===== config.mk =====
export PLATFORM = sky130hd
export DESIGN_NAME = fesb_host
export DESIGN_NICKNAME = d
export VERILOG_FILES = /design/src/shared/fesb_pkg.sv /design/src/fesb_host.sv /design/src/fesb_seq_rom.sv
export SDC_FILE = /design/constraint.sdc
export NUM_CORES = 1
export LEC_CHECK = 0
export BUFFER_PORTS_ARGS = -buffer_cell sky130_fd_sc_hd__buf_2
export CAP_MARGIN = 25
export CORE_MARGIN = 1.5
export CORE_UTILIZATION = 40
export CTS_CLUSTER_DIAMETER = 30
export DETAILED_ROUTE_END_ITERATION = 12
export MAX_ROUTING_LAYER = met4
export PLACE_DENSITY = 0.65
export SLEW_MARGIN = 20
export SYNTH_ARGS = -nofsm -noshare
export SYNTH_HDL_FRONTEND = slang
export SYNTH_SLANG_ARGS = --single-unit

===== constraint.sdc =====
create_clock -name sys_clk -period 2.7 [get_ports sys_clk]
set_input_delay 0.54 -clock sys_clk [delete_from_list [all_inputs] [get_ports sys_clk]]
set_output_delay 0.54 -clock sys_clk [all_outputs]
set_load 0.03 [all_outputs]

===== src/shared/fesb_pkg.sv =====
// Purpose: constants for the flash command sequencer host
// Assumes: word addressing on a 16-bit parallel flash bus
// Notes: byte-mode addresses are selected in the sequence table
// ****************************************************************
// command words and addresses
// ****************************************************************
package fesb_pkg;
  localparam logic [15:0] D_UNLK1 = 16'h00AA;
  localparam logic [15:0] D_UNLK2 = 16'h0055;
  localparam logic [15:0] D_SETUP = 16'h0080;
  localparam logic [15:0] D_CHIP = 16'h0010;
  localparam logic [15:0] D_SUSP = 16'h00B0;
  localparam logic [15:0] D_RESUME = 16'h0030;
  localparam logic [15:0] D_BYPASS = 16'h0020;
  localparam logic [15:0] D_PGM = 16'h00A0;
  localparam logic [15:0] D_BEXIT1 = 16'h0090;
  localparam logic [15:0] D_BEXIT2 = 16'h0000;
  localparam logic [15:0] D_RESET = 16'h00F0;
  localparam logic [11:0] A_W555 = 12'h555;
  localparam logic [11:0] A_W2AA = 12'h2AA;
  localparam logic [11:0] A_B_AAA = 12'hAAA;
  localparam logic [11:0] A_B_555 = 12'h555;
  // bus write strobe timing, in system clocks
  localparam logic [3:0] WE_LOW_CYC = 4'h4;
  localparam logic [3:0] WE_GAP_CYC = 4'h4;
  // command codes of the user port
  typedef enum logic [3:0] {
    FESB_CMD_CHIP_ERASE = 4'h0,
    FESB_CMD_ERS_SUSP = 4'h1,
    FESB_CMD_ERS_RESUME = 4'h2,
    FESB_CMD_PGM_SUSP = 4'h3,
    FESB_CMD_PGM_RESUME = 4'h4,
    FESB_CMD_BYP_ENTER = 4'h5,
    FESB_CMD_BYP_PGM = 4'h6,
    FESB_CMD_BYP_EXIT = 4'h7,
    FESB_CMD_RESET3 = 4'h8
  } fesb_cmd_t;
endpackage : fesb_pkg


===== src/fesb_host.sv =====
// Purpose: host-side command sequencer driving a parallel NOR flash
// Assumes: one command at a time; the flash bus is write-only here
// Notes: tracks bypass, suspend and accel state as the device does
`timescale 1ns/1ps
module fesb_host #(
  parameter int ADDR_W = 24
) (
  input wire logic sys_clk,
  input wire logic rst_b,
  input wire logic cmd_valid,
  input wire logic [3:0] cmd_code,
  input wire logic [ADDR_W-1:0] cmd_addr,
  input wire logic [15:0] cmd_data,
  input wire logic byte_mode,
  input wire logic accel_req,
  input wire logic erase_busy,
  input wire logic prog_busy,
  output logic cmd_ready,
  output logic cmd_refused,
  output logic [ADDR_W-1:0] flash_addr,
  output logic [15:0] flash_dq_out,
  output logic flash_dq_oe,
  output logic flash_we_b,
  output logic write_protect_accel_input,
  output logic bypass_mode,
  output logic erase_suspended,
  output logic prog_suspended,
  output logic chip_erase_on
);
  typedef enum logic [4:0] {
    FESB_IDLE = 5'b00001,
    FESB_FETCH = 5'b00010,
    FESB_LOAD = 5'b00100,
    FESB_LOW = 5'b01000,
    FESB_GAP = 5'b10000
  } fesb_state_t;
  fesb_state_t st_r, st_nxt;
  logic [3:0] cmd_r;
  logic [2:0] step_r;
  logic [3:0] tmr_r;
  logic [ADDR_W-1:0] tgt_r;
  logic [15:0] tgtd_r;
  logic [15:0] rom_d;
  logic [11:0] rom_a;
  logic rom_t;
  logic [2:0] rom_len;
  logic [2:0] acc_sync_r;
  logic [1:0] ebusy_sync_r;
  logic [1:0] pbusy_sync_r;
  logic cmd_ok_w;
  logic last_w;
  logic tmr_done_w;
  logic ebusy_w;
  logic pbusy_w;
  logic acc_on_w;
  logic [3:0] acc_uses_r;
  // accel uses allowed between resets, counted for the whole array
  localparam logic [3:0] ACC_USE_MAX = 4'hA;
  // busy and accel inputs cross from outside: two flops for each busy input, three for accel
  always_ff @(posedge sys_clk or negedge rst_b) begin
    if (!rst_b) begin
      acc_sync_r <= 3'b000;
      ebusy_sync_r <= 2'b00;
      pbusy_sync_r <= 2'b00;
    end else begin
      acc_sync_r <= {acc_sync_r[1:0], accel_req};
      ebusy_sync_r <= {ebusy_sync_r[0], erase_busy};
      pbusy_sync_r <= {pbusy_sync_r[0], prog_busy};
    end
  end
  assign ebusy_w = ebusy_sync_r[1];
  assign pbusy_w = pbusy_sync_r[1];
  // a new accel use starts only while uses remain
  assign acc_on_w = acc_sync_r[2] &&
    (write_protect_accel_input || acc_uses_r != ACC_USE_MAX);
  // ****************************************************************
  // command legality against tracked device state
  // ****************************************************************
  always_comb begin
    cmd_ok_w = 1'b0;
    case (cmd_code)
      fesb_pkg::FESB_CMD_CHIP_ERASE:
        cmd_ok_w = !erase_suspended && !prog_suspended;
      fesb_pkg::FESB_CMD_ERS_SUSP:
        cmd_ok_w = ebusy_w && !chip_erase_on && !erase_suspended;
      fesb_pkg::FESB_CMD_ERS_RESUME:
        cmd_ok_w = erase_suspended && !prog_suspended;
      fesb_pkg::FESB_CMD_PGM_SUSP:
        cmd_ok_w = pbusy_w && !prog_suspended;
      fesb_pkg::FESB_CMD_PGM_RESUME:
        cmd_ok_w = prog_suspended;
      fesb_pkg::FESB_CMD_BYP_ENTER:
        cmd_ok_w = !bypass_mode;
      fesb_pkg::FESB_CMD_BYP_PGM:
        cmd_ok_w = bypass_mode;
      fesb_pkg::FESB_CMD_BYP_EXIT:
        cmd_ok_w = bypass_mode && !acc_on_w;
      fesb_pkg::FESB_CMD_RESET3:
        cmd_ok_w = 1'b1;
      default: cmd_ok_w = 1'b0;
    endcase
  end
  // chip erase in flight blocks everything
  logic take_w;
  assign take_w = cmd_valid && cmd_ready && cmd_ok_w && !chip_erase_on;
  assign last_w = (step_r + 3'h1) >= rom_len;
  assign tmr_done_w = (tmr_r == 4'h1);
  fesb_seq_rom fesb_seq_rom_i (
    .sys_clk(sys_clk),
    .rst_b(rst_b),
    .cmd(cmd_r),
    .step(step_r),
    .byte_mode(byte_mode),
    .rd_data(rom_d),
    .rd_addr(rom_a),
    .rd_use_tgt(rom_t),
    .rd_len(rom_len)
  );
  // next state; fetch lets the table's registered read settle
  always_comb begin
    st_nxt = st_r;
    case (st_r)
      FESB_IDLE: if (take_w) st_nxt = FESB_FETCH;
      FESB_FETCH: st_nxt = FESB_LOAD;
      FESB_LOAD: st_nxt = FESB_LOW;
      FESB_LOW: if (tmr_done_w) st_nxt = FESB_GAP;
      FESB_GAP: if (tmr_done_w) st_nxt = last_w ? FESB_IDLE : FESB_FETCH;
      default: st_nxt = FESB_IDLE;
    endcase
  end
  // ****************************************************************
  // write cycle sequencer
  // ****************************************************************
  always_ff @(posedge sys_clk or negedge rst_b) begin
    if (!rst_b) begin
      st_r <= FESB_IDLE;
      cmd_r <= 4'h0;
      step_r <= 3'h0;
      tmr_r <= 4'h0;
      tgt_r <= '0;
      tgtd_r <= 16'h0000;
    end else begin
      st_r <= st_nxt;
      if (take_w) begin
        cmd_r <= cmd_code;
        step_r <= 3'h0;
        tgt_r <= cmd_addr;
        tgtd_r <= cmd_data;
      end
      if (st_r == FESB_LOAD) tmr_r <= fesb_pkg::WE_LOW_CYC;
      else if (st_r == FESB_LOW && tmr_done_w)
        tmr_r <= fesb_pkg::WE_GAP_CYC;
      else if (tmr_r != 4'h0) tmr_r <= tmr_r - 4'h1;
      if (st_r == FESB_GAP && tmr_done_w) step_r <= step_r + 3'h1;
    end
  end
  // bus pins, all registered
  always_ff @(posedge sys_clk or negedge rst_b) begin
    if (!rst_b) begin
      flash_addr <= '0;
      flash_dq_out <= 16'h0000;
      flash_dq_oe <= 1'b0;
      flash_we_b <= 1'b1;
      cmd_ready <= 1'b0;
      cmd_refused <= 1'b0;
    end else begin
      cmd_ready <= (st_nxt == FESB_IDLE) && !take_w;
      cmd_refused <= cmd_valid && cmd_ready && !take_w;
      if (st_r == FESB_LOAD) begin
        flash_addr <= rom_t ? tgt_r : ADDR_W'(rom_a);
        flash_dq_out <= rom_t ? tgtd_r : rom_d;
        flash_dq_oe <= 1'b1;
        flash_we_b <= 1'b0;
      end else if (st_r == FESB_LOW && tmr_done_w) begin
        flash_we_b <= 1'b1;
      end else if (st_r == FESB_GAP && tmr_done_w) begin
        flash_dq_oe <= 1'b0;
      end
    end
  end
  // ****************************************************************
  // device mode tracking
  // ****************************************************************
  logic done_w;
  assign done_w = (st_r == FESB_GAP) && tmr_done_w && last_w;
  always_ff @(posedge sys_clk or negedge rst_b) begin
    if (!rst_b) begin
      bypass_mode <= 1'b0;
      erase_suspended <= 1'b0;
      prog_suspended <= 1'b0;
      chip_erase_on <= 1'b0;
      write_protect_accel_input <= 1'b0;
      acc_uses_r <= 4'h0;
    end else begin
      write_protect_accel_input <= acc_on_w;
      if (acc_on_w && !write_protect_accel_input)
        acc_uses_r <= acc_uses_r + 4'h1;
      if (write_protect_accel_input && !acc_on_w) bypass_mode <= 1'b0;
      if (chip_erase_on && !ebusy_w && st_r == FESB_IDLE)
        chip_erase_on <= 1'b0;
      if (done_w) begin
        case (cmd_r)
          fesb_pkg::FESB_CMD_CHIP_ERASE: chip_erase_on <= 1'b1;
          fesb_pkg::FESB_CMD_ERS_SUSP: erase_suspended <= 1'b1;
          fesb_pkg::FESB_CMD_ERS_RESUME: erase_suspended <= 1'b0;
          fesb_pkg::FESB_CMD_PGM_SUSP: prog_suspended <= 1'b1;
          fesb_pkg::FESB_CMD_PGM_RESUME: prog_suspended <= 1'b0;
          fesb_pkg::FESB_CMD_BYP_ENTER: bypass_mode <= 1'b1;
          fesb_pkg::FESB_CMD_BYP_EXIT: bypass_mode <= 1'b0;
          default: ;
        endcase
      end
      if (acc_on_w) bypass_mode <= 1'b1;
    end
  end
  // ****************************************************************
  // checks
  // ****************************************************************
  a_we_low_len: assert property (@(posedge sys_clk) disable iff (!rst_b)
    $fell(flash_we_b) |-> !flash_we_b [*4] ##1 flash_we_b)
    else $error("write strobe low length wrong");
  a_oe_with_we: assert property (@(posedge sys_clk) disable iff (!rst_b)
    !flash_we_b |-> flash_dq_oe)
    else $error("data not driven under write strobe");
  a_no_susp_chip: assert property (@(posedge sys_clk) disable iff (!rst_b)
    chip_erase_on |-> flash_we_b)
    else $error("write strobe during chip erase");
  a_resume_clear: assert property (@(posedge sys_clk) disable iff (!rst_b)
    done_w && cmd_r == fesb_pkg::FESB_CMD_ERS_RESUME |=> !erase_suspended)
    else $error("erase resume left suspend set");
  a_pres_clear: assert property (@(posedge sys_clk) disable iff (!rst_b)
    done_w && cmd_r == fesb_pkg::FESB_CMD_PGM_RESUME |=> !prog_suspended)
    else $error("program resume left suspend set");
  a_accel_byp: assert property (@(posedge sys_clk) disable iff (!rst_b)
    acc_on_w |=> bypass_mode)
    else $error("accel without bypass");
  a_acc_limit: assert property (@(posedge sys_clk) disable iff (!rst_b)
    acc_uses_r == ACC_USE_MAX && !write_protect_accel_input
    |=> !write_protect_accel_input)
    else $error("accel use beyond limit");
  a_byp_pgm_tgt: assert property (@(posedge sys_clk) disable iff (!rst_b)
    done_w && cmd_r == fesb_pkg::FESB_CMD_BYP_PGM |->
      flash_addr == tgt_r && flash_dq_out == tgtd_r)
    else $error("bypass program data not at target");
  a_refuse_bad: assert property (@(posedge sys_clk) disable iff (!rst_b)
    cmd_valid && cmd_ready && !cmd_ok_w |=> cmd_refused)
    else $error("bad command not refused");
  a_byp_enter: assert property (@(posedge sys_clk) disable iff (!rst_b)
    done_w && cmd_r == fesb_pkg::FESB_CMD_BYP_ENTER |=> bypass_mode)
    else $error("bypass entry not tracked");
  c_chip: cover property (@(posedge sys_clk) disable iff (!rst_b)
    $rose(chip_erase_on));
  c_esusp: cover property (@(posedge sys_clk) disable iff (!rst_b)
    $rose(erase_suspended));
  c_psusp: cover property (@(posedge sys_clk) disable iff (!rst_b)
    $rose(prog_suspended) && erase_suspended);
  c_bypx: cover property (@(posedge sys_clk) disable iff (!rst_b)
    $fell(bypass_mode));
endmodule : fesb_host


===== src/fesb_seq_rom.sv =====
// Purpose: sequence table: word count and cycle contents per command
// Assumes: registered read, one cycle latency
// Notes: address flag 1 selects the caller's target address
`timescale 1ns/1ps
module fesb_seq_rom (
  input wire logic sys_clk,
  input wire logic rst_b,
  input wire logic [3:0] cmd,
  input wire logic [2:0] step,
  input wire logic byte_mode,
  output logic [15:0] rd_data,
  output logic [11:0] rd_addr,
  output logic rd_use_tgt,
  output logic [2:0] rd_len
);
  logic [15:0] d_w;
  logic [11:0] a_w;
  logic t_w;
  logic [2:0] l_w;
  logic [11:0] a5_w;
  logic [11:0] a2_w;
  // unlock addresses by bus width
  assign a5_w = byte_mode ? fesb_pkg::A_B_AAA : fesb_pkg::A_W555;
  assign a2_w = byte_mode ? fesb_pkg::A_B_555 : fesb_pkg::A_W2AA;
  // ****************************************************************
  // table decode
  // ****************************************************************
  always_comb begin
    d_w = fesb_pkg::D_SUSP;
    a_w = 12'h000;
    t_w = 1'b0;
    l_w = 3'h1;
    case (cmd)
      fesb_pkg::FESB_CMD_CHIP_ERASE: begin
        l_w = 3'h6; // six cycles
        case (step)
          3'h0, 3'h3: begin d_w = fesb_pkg::D_UNLK1; a_w = a5_w; end
          3'h1, 3'h4: begin d_w = fesb_pkg::D_UNLK2; a_w = a2_w; end
          3'h2: begin d_w = fesb_pkg::D_SETUP; a_w = a5_w; end
          default: begin d_w = fesb_pkg::D_CHIP; a_w = a5_w; end
        endcase
      end
      fesb_pkg::FESB_CMD_ERS_SUSP,
      fesb_pkg::FESB_CMD_PGM_SUSP: d_w = fesb_pkg::D_SUSP;
      fesb_pkg::FESB_CMD_ERS_RESUME,
      fesb_pkg::FESB_CMD_PGM_RESUME: d_w = fesb_pkg::D_RESUME;
      fesb_pkg::FESB_CMD_BYP_ENTER: begin
        l_w = 3'h3;
        case (step)
          3'h0: begin d_w = fesb_pkg::D_UNLK1; a_w = a5_w; end
          3'h1: begin d_w = fesb_pkg::D_UNLK2; a_w = a2_w; end
          default: begin d_w = fesb_pkg::D_BYPASS; a_w = a5_w; end
        endcase
      end
      fesb_pkg::FESB_CMD_BYP_PGM: begin
        l_w = 3'h2; // setup then data at target
        d_w = fesb_pkg::D_PGM;
        t_w = (step != 3'h0);
      end
      fesb_pkg::FESB_CMD_BYP_EXIT: begin
        l_w = 3'h2;
        d_w = (step == 3'h0) ? fesb_pkg::D_BEXIT1 : fesb_pkg::D_BEXIT2;
      end
      fesb_pkg::FESB_CMD_RESET3: begin
        l_w = 3'h3; // full reset form in bypass
        case (step)
          3'h0: begin d_w = fesb_pkg::D_UNLK1; a_w = a5_w; end
          3'h1: begin d_w = fesb_pkg::D_UNLK2; a_w = a2_w; end
          default: begin d_w = fesb_pkg::D_RESET; a_w = a5_w; end
        endcase
      end
      default: l_w = 3'h0;
    endcase
  end
  // registered read data
  always_ff @(posedge sys_clk or negedge rst_b) begin
    if (!rst_b) begin
      rd_data <= 16'h0000;
      rd_addr <= 12'h000;
      rd_use_tgt <= 1'b0;
      rd_len <= 3'h0;
    end else begin
      rd_data <= d_w;
      rd_addr <= a_w;
      rd_use_tgt <= t_w;
      rd_len <= l_w;
    end
  end
endmodule : fesb_seq_rom


### Word level (Yosys, flattened, before mapping)

Index checks and enable logic that the tools add are counted.

* register bits: 148
* input port bits: 51
* output and inout bits: 49

* reductions and logical operators: 48
* multiplexer cells: 39
* equal/unequal tests: 29
* add/subtract/negate cells: 3
* $lt $le $gt $ge: 1

Operators by type and width (number)
* 16-bit one-hot mux with 6 select lines: 1
* 12-bit 2-to-1 mux: 3
* 4-bit by 3-bit == test with 1-bit output, second input constant: 8
* 8-bit one-hot mux with 2 select lines: 2
* 5-bit one-hot mux with 5 select lines: 1
* 24-bit 2-to-1 mux: 1
* 12-bit one-hot mux with 2 select lines: 1
* 8-bit one-hot mux with 3 select lines: 1
* 1-bit logical AND: 19
* 4-bit by 2-bit == test with 1-bit output, second input constant: 4
* 16-bit 2-to-1 mux: 1
* 5-bit 2-to-1 mux: 3
* 4-bit by 1-bit == test with 1-bit output, second input constant: 3
* 1-bit 2-to-1 mux: 12
* 4-bit 2-to-1 mux: 3
* 3-bit one-hot mux with 4 select lines: 1
* 11-bit 2-to-1 mux: 1
* 5-bit by 1-bit == test with 1-bit output, second input constant: 2
* 2-bit nonzero test: 5
* 2-bit OR reduction: 5
* 1-bit one-hot mux with 9 select lines: 1
* 4-bit == test, second input constant: 2
* 1-bit zero test: 8
* 4-bit zero test: 2
* 23 further kinds: 30

### Depth between registers and ports, before layout

Gate-level depths: netlist of run 1.

* depth after elaboration: 12
* depth in mapped cells: 9

### Hierarchy

A second synthesis of run 1 with hierarchy kept.

* cell total of the unflattened synthesis: 525
* area, all modules: 6098.3 sq um

Modules (own cells, without submodules)
* fesb_host: sequential area each 2905.3 sq um, instances 1, area an instance 5267.6 sq um, cells each 434
* fesb_seq_rom: sequential area each 325.3 sq um, instances 1, area an instance 830.8 sq um, cells each 91

### Worst setup path after synthesis of run 1

No wires, ideal clock.

* kind: flip-flop to flip-flop
* start: reg step_r[0]
* end: reg prog_suspended
* slack: 0.480 ns
* path buffers: 0
* period minus slack after synthesis: 2.220 ns
* arrival: 2.099 ns
* cell stages (with the launch flop): 10
* data required time: 2.579 ns
* path through: dfrtp_1 > ha_1 > ha_1 > inv_1 > ha_1 > nand2_1 > o21ai_0 > nand2b_4 > o31a_1 > o22a_1

* word-level cells in the longest chain between the ends: 4

RTL lines
* from (decl): RTL line fesb_host.sv:39 `logic [2:0] step_r;`
* from (signal assigned): RTL line fesb_host.sv:154 `if (st_r == FESB_GAP && tmr_done_w) step_r <= step_r + 3'h1;`
* 3-bit by 1-bit adder with 3-bit output: RTL line fesb_host.sv:106 `assign last_w = (step_r + 3'h1) >= rom_len;`
* 3-bit >= comparator: RTL line fesb_host.sv:106
* 1-bit logical AND: RTL line fesb_host.sv:185 `assign done_w = (st_r == FESB_GAP) && tmr_done_w && last_w;`
* 2-bit AND reduction (no line)
* to (signal assigned): RTL line fesb_host.sv:190 `prog_suspended <= 1'b0;`
* to (signal assigned): RTL line fesb_host.sv:206 `fesb_pkg::FESB_CMD_PGM_SUSP: prog_suspended <= 1'b1;`
* to (signal assigned): RTL line fesb_host.sv:207 `fesb_pkg::FESB_CMD_PGM_RESUME: prog_suspended <= 1'b0;`
* to (decl): RTL line fesb_host.sv:27 `output logic prog_suspended,`

No other way between the ends.
A chain may end at the register's enable or synchronous reset.

### Final worst setup path of run 1

* start: reg acc_uses_r[0]
* end: reg tgt_r[5]

* word-level cells in the longest chain between the ends: 8

RTL lines
* from (decl): RTL line fesb_host.sv:56 `logic [3:0] acc_uses_r;`
* from (signal assigned): RTL line fesb_host.sv:197 `acc_uses_r <= acc_uses_r + 4'h1;`
* 4-bit inequality test: RTL line fesb_host.sv:75 `(write_protect_accel_input || acc_uses_r != ACC_USE_MAX);`
* 1-bit logical OR: RTL line fesb_host.sv:75
* 1-bit logical AND: RTL line fesb_host.sv:74 `assign acc_on_w = acc_sync_r[2] &&`
* 1-bit zero test: RTL line fesb_host.sv:97 `cmd_ok_w = bypass_mode && !acc_on_w;`
* 1-bit logical AND: RTL line fesb_host.sv:97
* 1-bit one-hot mux with 9 select lines: RTL line fesb_host.sv:81 `case (cmd_code)`
* 1-bit logical AND (2 in a row): RTL line fesb_host.sv:105 `assign take_w = cmd_valid && cmd_ready && cmd_ok_w && !chip_erase_on;`
* to (signal assigned): RTL line fesb_host.sv:147 `tgt_r <= cmd_addr;`
* to (decl): RTL line fesb_host.sv:41 `logic [ADDR_W-1:0] tgt_r;`

No other way between the ends.

==> results.json, run 1 <==
{
  "pin_count_of_the_biggest_net_entering_global_routing": 82,
  "vias_in_the_first_global_route": 4129,
  "period_share_pct": 87.26,
  "tritoncts.num_buffers": 17,
  "timing.hold.worst.class": "primary input to async pin",
  "cts_hold_repair.buffers": 0,
  "fin_total_pwr_mw": 6.183,
  "antennaDiodeCount": 0,
  "post_synth_mux_area_share_pct": 12.22,
  "post_synth_instance_area_um2": 5783,
  "drc": 0,
  "timing_hold_violations_final": 0,
  "critical_path.max_fanout": 14,
  "finalClockSkew_ps": 6.395,
  "max_freq_mhz": 424.5,
  "ys.flop_type": "sky130_fd_sc_hd__dfrtp_1",
  "post-synth-top-area-fraction_pct": 54.95,
  "grt_setup_unrepaired": "false",
  "worst_pin_slew_ps": 871.0,
  "cts_tree": "done",
  "synth-seq-cells": 129,
  "vdd_ir_drop_max_uv": 421.3,
  "detailedPlace.worstSlack_ps": 231.9,
  "die_h_um": 123.2,
  "gp_congestion": 0.8938,
  "avgViaCountPerCell": 5.132,
  "htree_levels": 4,
  "groute.usage.overall_pct": 17.30,
  "cp_top_delay_family": "compound AO/OA/AOI/OAI gates",
  "netlist_top_cells_area": "sky130_fd_sc_hd__dfrtp_1, sky130_fd_sc_hd__mux2_4, sky130_fd_sc_hd__nand2_1",
  "final_max_slew_viol_count": 0,
  "synthAdderAreaFrac_pct": 3.029,
  "final.setup.tns_ps": 0,
  "detail_route.iter0.violations": 220,
  "yosys.cell_types.count": 56,
  "synth_xor_area_share_pct": 0.6058,
  "start_kind": "flop",
  "initial_core_util_pct": 41.34,
  "buffer_ports.inserted": 99,
  "syn_nets": 573,
  "critPathRequiredTime_ps": 3000,
  "yosys.area.top_type": "sky130_fd_sc_hd__dfrtp_1",
  "async_flop_share_pct": 100.0,
  "cts_repair_resize_count": 0,
  "number_of_iterations_in_the_first_detailed_routing_pass": 5,
  "floorplan.die_area_um2": 15190,
  "compound_cell_area_share_of_the_yosys_netlist_pct": 11.38,
  "drt-total-wl_mm": 11.95,
  "dominant_combinational_cell_family_by_area_after_synthesis": "simple AND/OR/NAND/NOR gates",
  "finalCriticalPeriod_ps": 2356,
  "post_drt_wl_per_cell_um": 14.84,
  "number_of_antenna_violations_at_the_first_check_in_global_routing": 0,
  "setup-violations-final": 0,
  "clk-insertion-delay-late_ps": 420,
  "clock_root_cell": "sky130_fd_sc_hd__clkbuf_16",
  "grt_overflow": 0,
  "synth-warning-count": 0,
  "critPathCaptureType": "flop",
  "drive_gt1_share_pct": 31.52,
  "critical-path-max-stage-delay_ps": 400,
  "worst_setup_hold_path_clk_slew_ps": 50,
  "syn_to_final_growth_pct": 23.02,
  "dr_total_vias": 4131,
  "post-route-worst-setup-slack_ps": 344.1,
  "hpwl_mm": 8.287,
  "worstPathArrival_ps": 2660,
  "top_level_ports": 100,
  "post_drt_antenna_nets": 0,
  "clk_path_buf_depth": 2,
  "max_cap_viol_count": 0,
  "std_cell_rows": 43,
  "syn-mean-instance-area_um2": 11.38,
  "synth_seq_area_share_pct": 55.86,
  "result_of_the_run": "complete, no violations",
  "power.density_nw_per_um2": 869.1,
  "critical_path.cell_chain": "inv_1 > ha_1 > nand4bb_1 > a31o_2 > a21o_1 > nand2_4 > buf_4 > mux2_4",
  "worstSetupPathType": "flop to flop",
  "worstPathBufferInverterCount": 2,
  "post_cts.repair.setup_buffers": 0,
  "finish.net_count": 678,
  "synthesis.instances": 508,
  "core-area_um2": 13990,
  "p_leak_nw": 3.400,
  "die_w_um": 123.2,
  "synth_edf_count": 0,
  "relSlewSlack_pct": 41.93,
  "yosys.area_share.simple_pct": 13.52,
  "numClockSinks": 129,
  "crit_path_top_delay_cell": "sky130_fd_sc_hd__dfrtp_1",
  "global_route_wire_length_before_repair_mm": 19.46
}
## final cells by class
class                      instances  area, um2
clock buffer                      18      439.2
tap                              180      225.2
multi-input combinational        337       2360
inverter                          18      67.56
fill                            1286       6874
sequential                       129       3232
timing repair buffer             110      605.6
clock inverter                    13      185.2
## power by group
group,switching [mW],internal [mW],total (mW)
logic,0.582,0.608,1.19
registers,0.275,2.33,2.60
clock network,0.828,1.56,2.39
## registers in the layout, indices dropped and copies added, names as in the netlist, 2 cells and up
signal	flops
step_r	3
fesb_seq_rom_i.rd_len	3
st_r	5
flash_addr	24
ebusy_sync_r	2
cmd_r	4
tgt_r	24
flash_dq_out	16
fesb_seq_rom_i.rd_data	6
fesb_seq_rom_i.rd_addr	3
tgtd_r	16
acc_uses_r	4
tmr_r	4
acc_sync_r	3
pbusy_sync_r	2
## per-stage QoR
stage / utilization [%] / hold WS (ps) / cell area (um2) / instances
5_1_grt: 50.86 / 92.94 / 7114 / 805
3_5_place_dp: 46.40 / 338.9 / 6490 / 774
4_1_cts: 50.86 / 70.06 / 7114 / 805
2_1_floorplan: - / 244.4 / 5783 / 508
3_3_place_gp: 46.40 / 333.8 / 6490 / 774
6_report: 50.86 / 71.31 / 7114 / 805
## metal layers
layer	track usage, %	share of wire [%]
met1	21.61	46
met5	-	0
met2	26.28	47
met3	5.766	5.7
met4	6.322	1.9
## worst register-to-register path, delay by kind of cell (launching register included)
family	cells	cell delay [ps]
simple gates	2	430
flops	1	400
fa+ha+maj	1	170
mux	1	320
buf+inv	2	380
compound gates	2	550
## synthesized netlist by cell type (all sizes together) (2+ instances only)
library cell	n
mux2i	11
or3	5
nand2b	7
dfstp	2
mux2	41
nor3b	3
a21oi	29
o21ai	50
and2	2
nand3	5
nor3	7
nor4b	3
nand3b	4
buf	6
nand2	84
inv	18
clkbuf	18
nor4bb	2
xnor2	4
a22o	2
ha	14
o22ai	4
dfrtp	127
nor2b	10
o32ai	4
nand4	3
o311ai	2
nor2	19
o31ai	2
## layout by cell type, fill, tap and decap left out, drive strengths merged, types with 11 or more instances in the layout
cell / n
nor2: 19
mux2: 41
buf: 110
a21oi: 29
nand2: 84
dfrtp: 127
inv: 20
o21ai: 50
mux2i: 11
clkbuf: 18
ha: 14
## final timing paths
kind	startpoint	to	slack [ps]	cells after the start
min in group sys_clk	erase_busy	ebusy_sync_r[0]	220	1
max in group asynchronous	rst_b	flash_we_b	1790	2
setup reg to reg	acc_uses_r[0]	tgt_r[5]	340	8
hold / removal	rst_b	flash_addr[5]	70	1
setup / recovery	acc_uses_r[0]	tgt_r[5]	340	8
hold reg to reg	pbusy_sync_r[0]	pbusy_sync_r[1]	350	0
## cells by family (layout without fill, tap and decap cells)
| kind of cell | Yosys count | count (layout) |
|---|---|---|
| AOI/OAI and AO/OA | 109 | 109 |
| DFF | 129 | 129 |
| and+or+nand+nor | 158 | 158 |
| muxes | 52 | 52 |
| adders and majority gates | 14 | 14 |
| buffers and inverters | 42 | 159 |
| xor gates and xnor gates | 4 | 4 |
Note: power is estimated with default switching activity, not from simulation.
==> run 2, diff against run 1 <==
CELL_PAD_IN_SITES_DETAIL_PLACEMENT = 0   (was default)
CELL_PAD_IN_SITES_GLOBAL_PLACEMENT = 2   (was default)
CORE_UTILIZATION = 36   (was 40)
PLACE_DENSITY = 0.83   (was 0.65)
==> run 2 against run 1 <==
- register-to-register slack improved by 90 ps
- sequential cell count unchanged
- utilization decreased by 5.8 points
- clock power decreased by 12%
- cell area about the same
- sequential power about the same
- die area increased by 11%
- clock skew increased by 10 ps
- critical path type unchanged
- largest power group unchanged
==> results.json, run 2 (synthesized netlist as in run 1, its figures left out) <==
{
  "groute.usage.overall_pct": 16.22,
  "cts_tree": "done",
  "start_kind": "flop",
  "reg2regPathDepth": 10,
  "fin_hold_ws_ps": 92.58,
  "drc": 0,
  "end_of_the_worst_register_to_register_path": "prog_suspended",
  "worstSetupPathType": "flop to flop",
  "power.density_nw_per_um2": 831.6,
  "top_level_ports": 100,
  "std_cell_rows": 46,
  "avgViaCountPerCell": 4.800,
  "layout_top_registers": "flash_addr: 24 flops, tgt_r: 24 flops",
  "worst_pin_slew_ps": 709.9,
  "htree_levels": 4,
  "p_leak_nw": 3.365,
  "gp_congestion": 0.8148,
  "mostFrequentLayoutCells": "sky130_fd_sc_hd__dfrtp_1, sky130_fd_sc_hd__buf_2, sky130_fd_sc_hd__nand2_1",
  "period_share_pct": 83.85,
  "post_drt_wl_per_cell_um": 14.77,
  "hpwl_mm": 8.678,
  "buffer_ports.inserted": 99,
  "post_drt_antenna_nets": 0,
  "critPathCaptureType": "flop",
  "max_freq_mhz": 441.7,
  "final_max_slew_viol_count": 0,
  "finish.net_count": 678,
  "global_route_wire_length_before_repair_mm": 20.32,
  "dr_total_vias": 4037,
  "numClockSinks": 129,
  "drt-total-wl_mm": 12.42,
  "floorplan.die_area_um2": 16830,
  "final.setup.tns_ps": 0,
  "worstPathArrival_ps": 2560,
  "r2r_start": "step_r[0]",
  "clk-insertion-delay-late_ps": 420,
  "grt_overflow": 0,
  "max_cap_viol_count": 0,
  "final_common_cell": "sky130_fd_sc_hd__dfrtp_1",
  "vdd_ir_drop_max_uv": 441.2,
  "drive_gt1_share_pct": 31.25,
  "setup.reg_to_reg.worst_slack_ps": 440,
  "relSlewSlack_pct": 52.67,
  "core-area_um2": 15770,
  "post_cts.repair.setup_buffers": 0,
  "fin_total_pwr_mw": 5.911,
  "result_of_the_run": "complete, no violations",
  "initial_core_util_pct": 36.67,
  "cts_hold_repair.buffers": 0,
  "finalClockSkew_ps": 16.40,
  "syn_to_final_growth_pct": 22.91,
  "die_h_um": 129.7,
  "cts_repair_resize_count": 0,
  "grt_setup_unrepaired": "false",
  "finalCriticalPeriod_ps": 2264,
  "clk_path_buf_depth": 2,
  "setup-violations-final": 0,
  "number_of_iterations_in_the_first_detailed_routing_pass": 4,
  "critical_path.max_fanout": 6,
  "die_w_um": 129.7,
  "vias_in_the_first_global_route": 4069,
  "number_of_antenna_violations_at_the_first_check_in_global_routing": 1,
  "pin_count_of_the_biggest_net_entering_global_routing": 82,
  "timing.hold.worst.class": "primary input to async pin",
  "tritoncts.num_buffers": 17,
  "detail_route.iter0.violations": 191,
  "timing_hold_violations_final": 0,
  "clock_root_cell": "sky130_fd_sc_hd__clkbuf_16",
  "critPathRequiredTime_ps": 2990,
  "worst_setup_hold_path_clk_slew_ps": 50
}
[run 2: how the worst max path moves through the flow]
stage / start / end / slack (ps) / depth (start not counted)
after floorplan: step_r[0] / prog_suspended / 480 / 9
after global placement: cmd_code[2] / tgtd_r[12] / 350 / 7
after detailed placement: cmd_code[2] / tgtd_r[10] / 300 / 7
after CTS: step_r[0] / prog_suspended / 420 / 10
after global routing: step_r[0] / erase_suspended / 300 / 10
final: step_r[0] / prog_suspended / 440 / 10
[run 2: cell type report]
type	count	area, um2
Clock buffer	20	456.7
Multi-Input combinational cell	337	2360
Inverter	18	67.56
Timing Repair Buffer	110	630.6
Fill cell	1543	8662
Sequential cell	129	3232
Antenna cell	1	2.502
Tap cell	216	270.3
Clock inverter	10	88.84
[run 2: power by group]
group	total [mW]	internal, mW	switching [mW]
clock network	2.11	1.30	0.817
logic	1.19	0.610	0.585
registers	2.60	2.33	0.278
total	5.91	4.23	1.68
[run 2: metal layers]
layer	vias to the layer above	GRT usage [%]	part of all wire (%)
met2	80	25.96	48
met3	10	4.428	4.6
li1	1975	-	-
met4	0	4.771	0.81
met5	-	-	0
met1	1972	20.19	47
[run 2: metrics by stage]
| step | instances | worst slack [ps] | util [%] | cell area (um2) |
|---|---|---|---|---|
| after floorplan | 508 | 479.7 | - | 5783 |
| after global placement | 810 | 348.6 | 41.60 | 6560 |
| after detailed placement | 810 | 298.5 | 41.60 | 6560 |
| after CTS | 840 | 421.9 | 45.06 | 7106 |
| after global routing | 841 | 295.8 | 45.07 | 7108 |
| final | 841 | 436.0 | 45.07 | 7108 |
[run 2: worst max-delay path, cell delays in order (launching register included)]
cell,delay (ps)
sky130_fd_sc_hd__dfrtp_1,440
sky130_fd_sc_hd__ha_1,220
sky130_fd_sc_hd__ha_1,300
sky130_fd_sc_hd__inv_1,60
sky130_fd_sc_hd__ha_1,280
sky130_fd_sc_hd__nand2_1,50
sky130_fd_sc_hd__o21ai_0,150
sky130_fd_sc_hd__buf_4,160
sky130_fd_sc_hd__nand2b_4,80
sky130_fd_sc_hd__o31a_1,240
sky130_fd_sc_hd__o22a_1,170
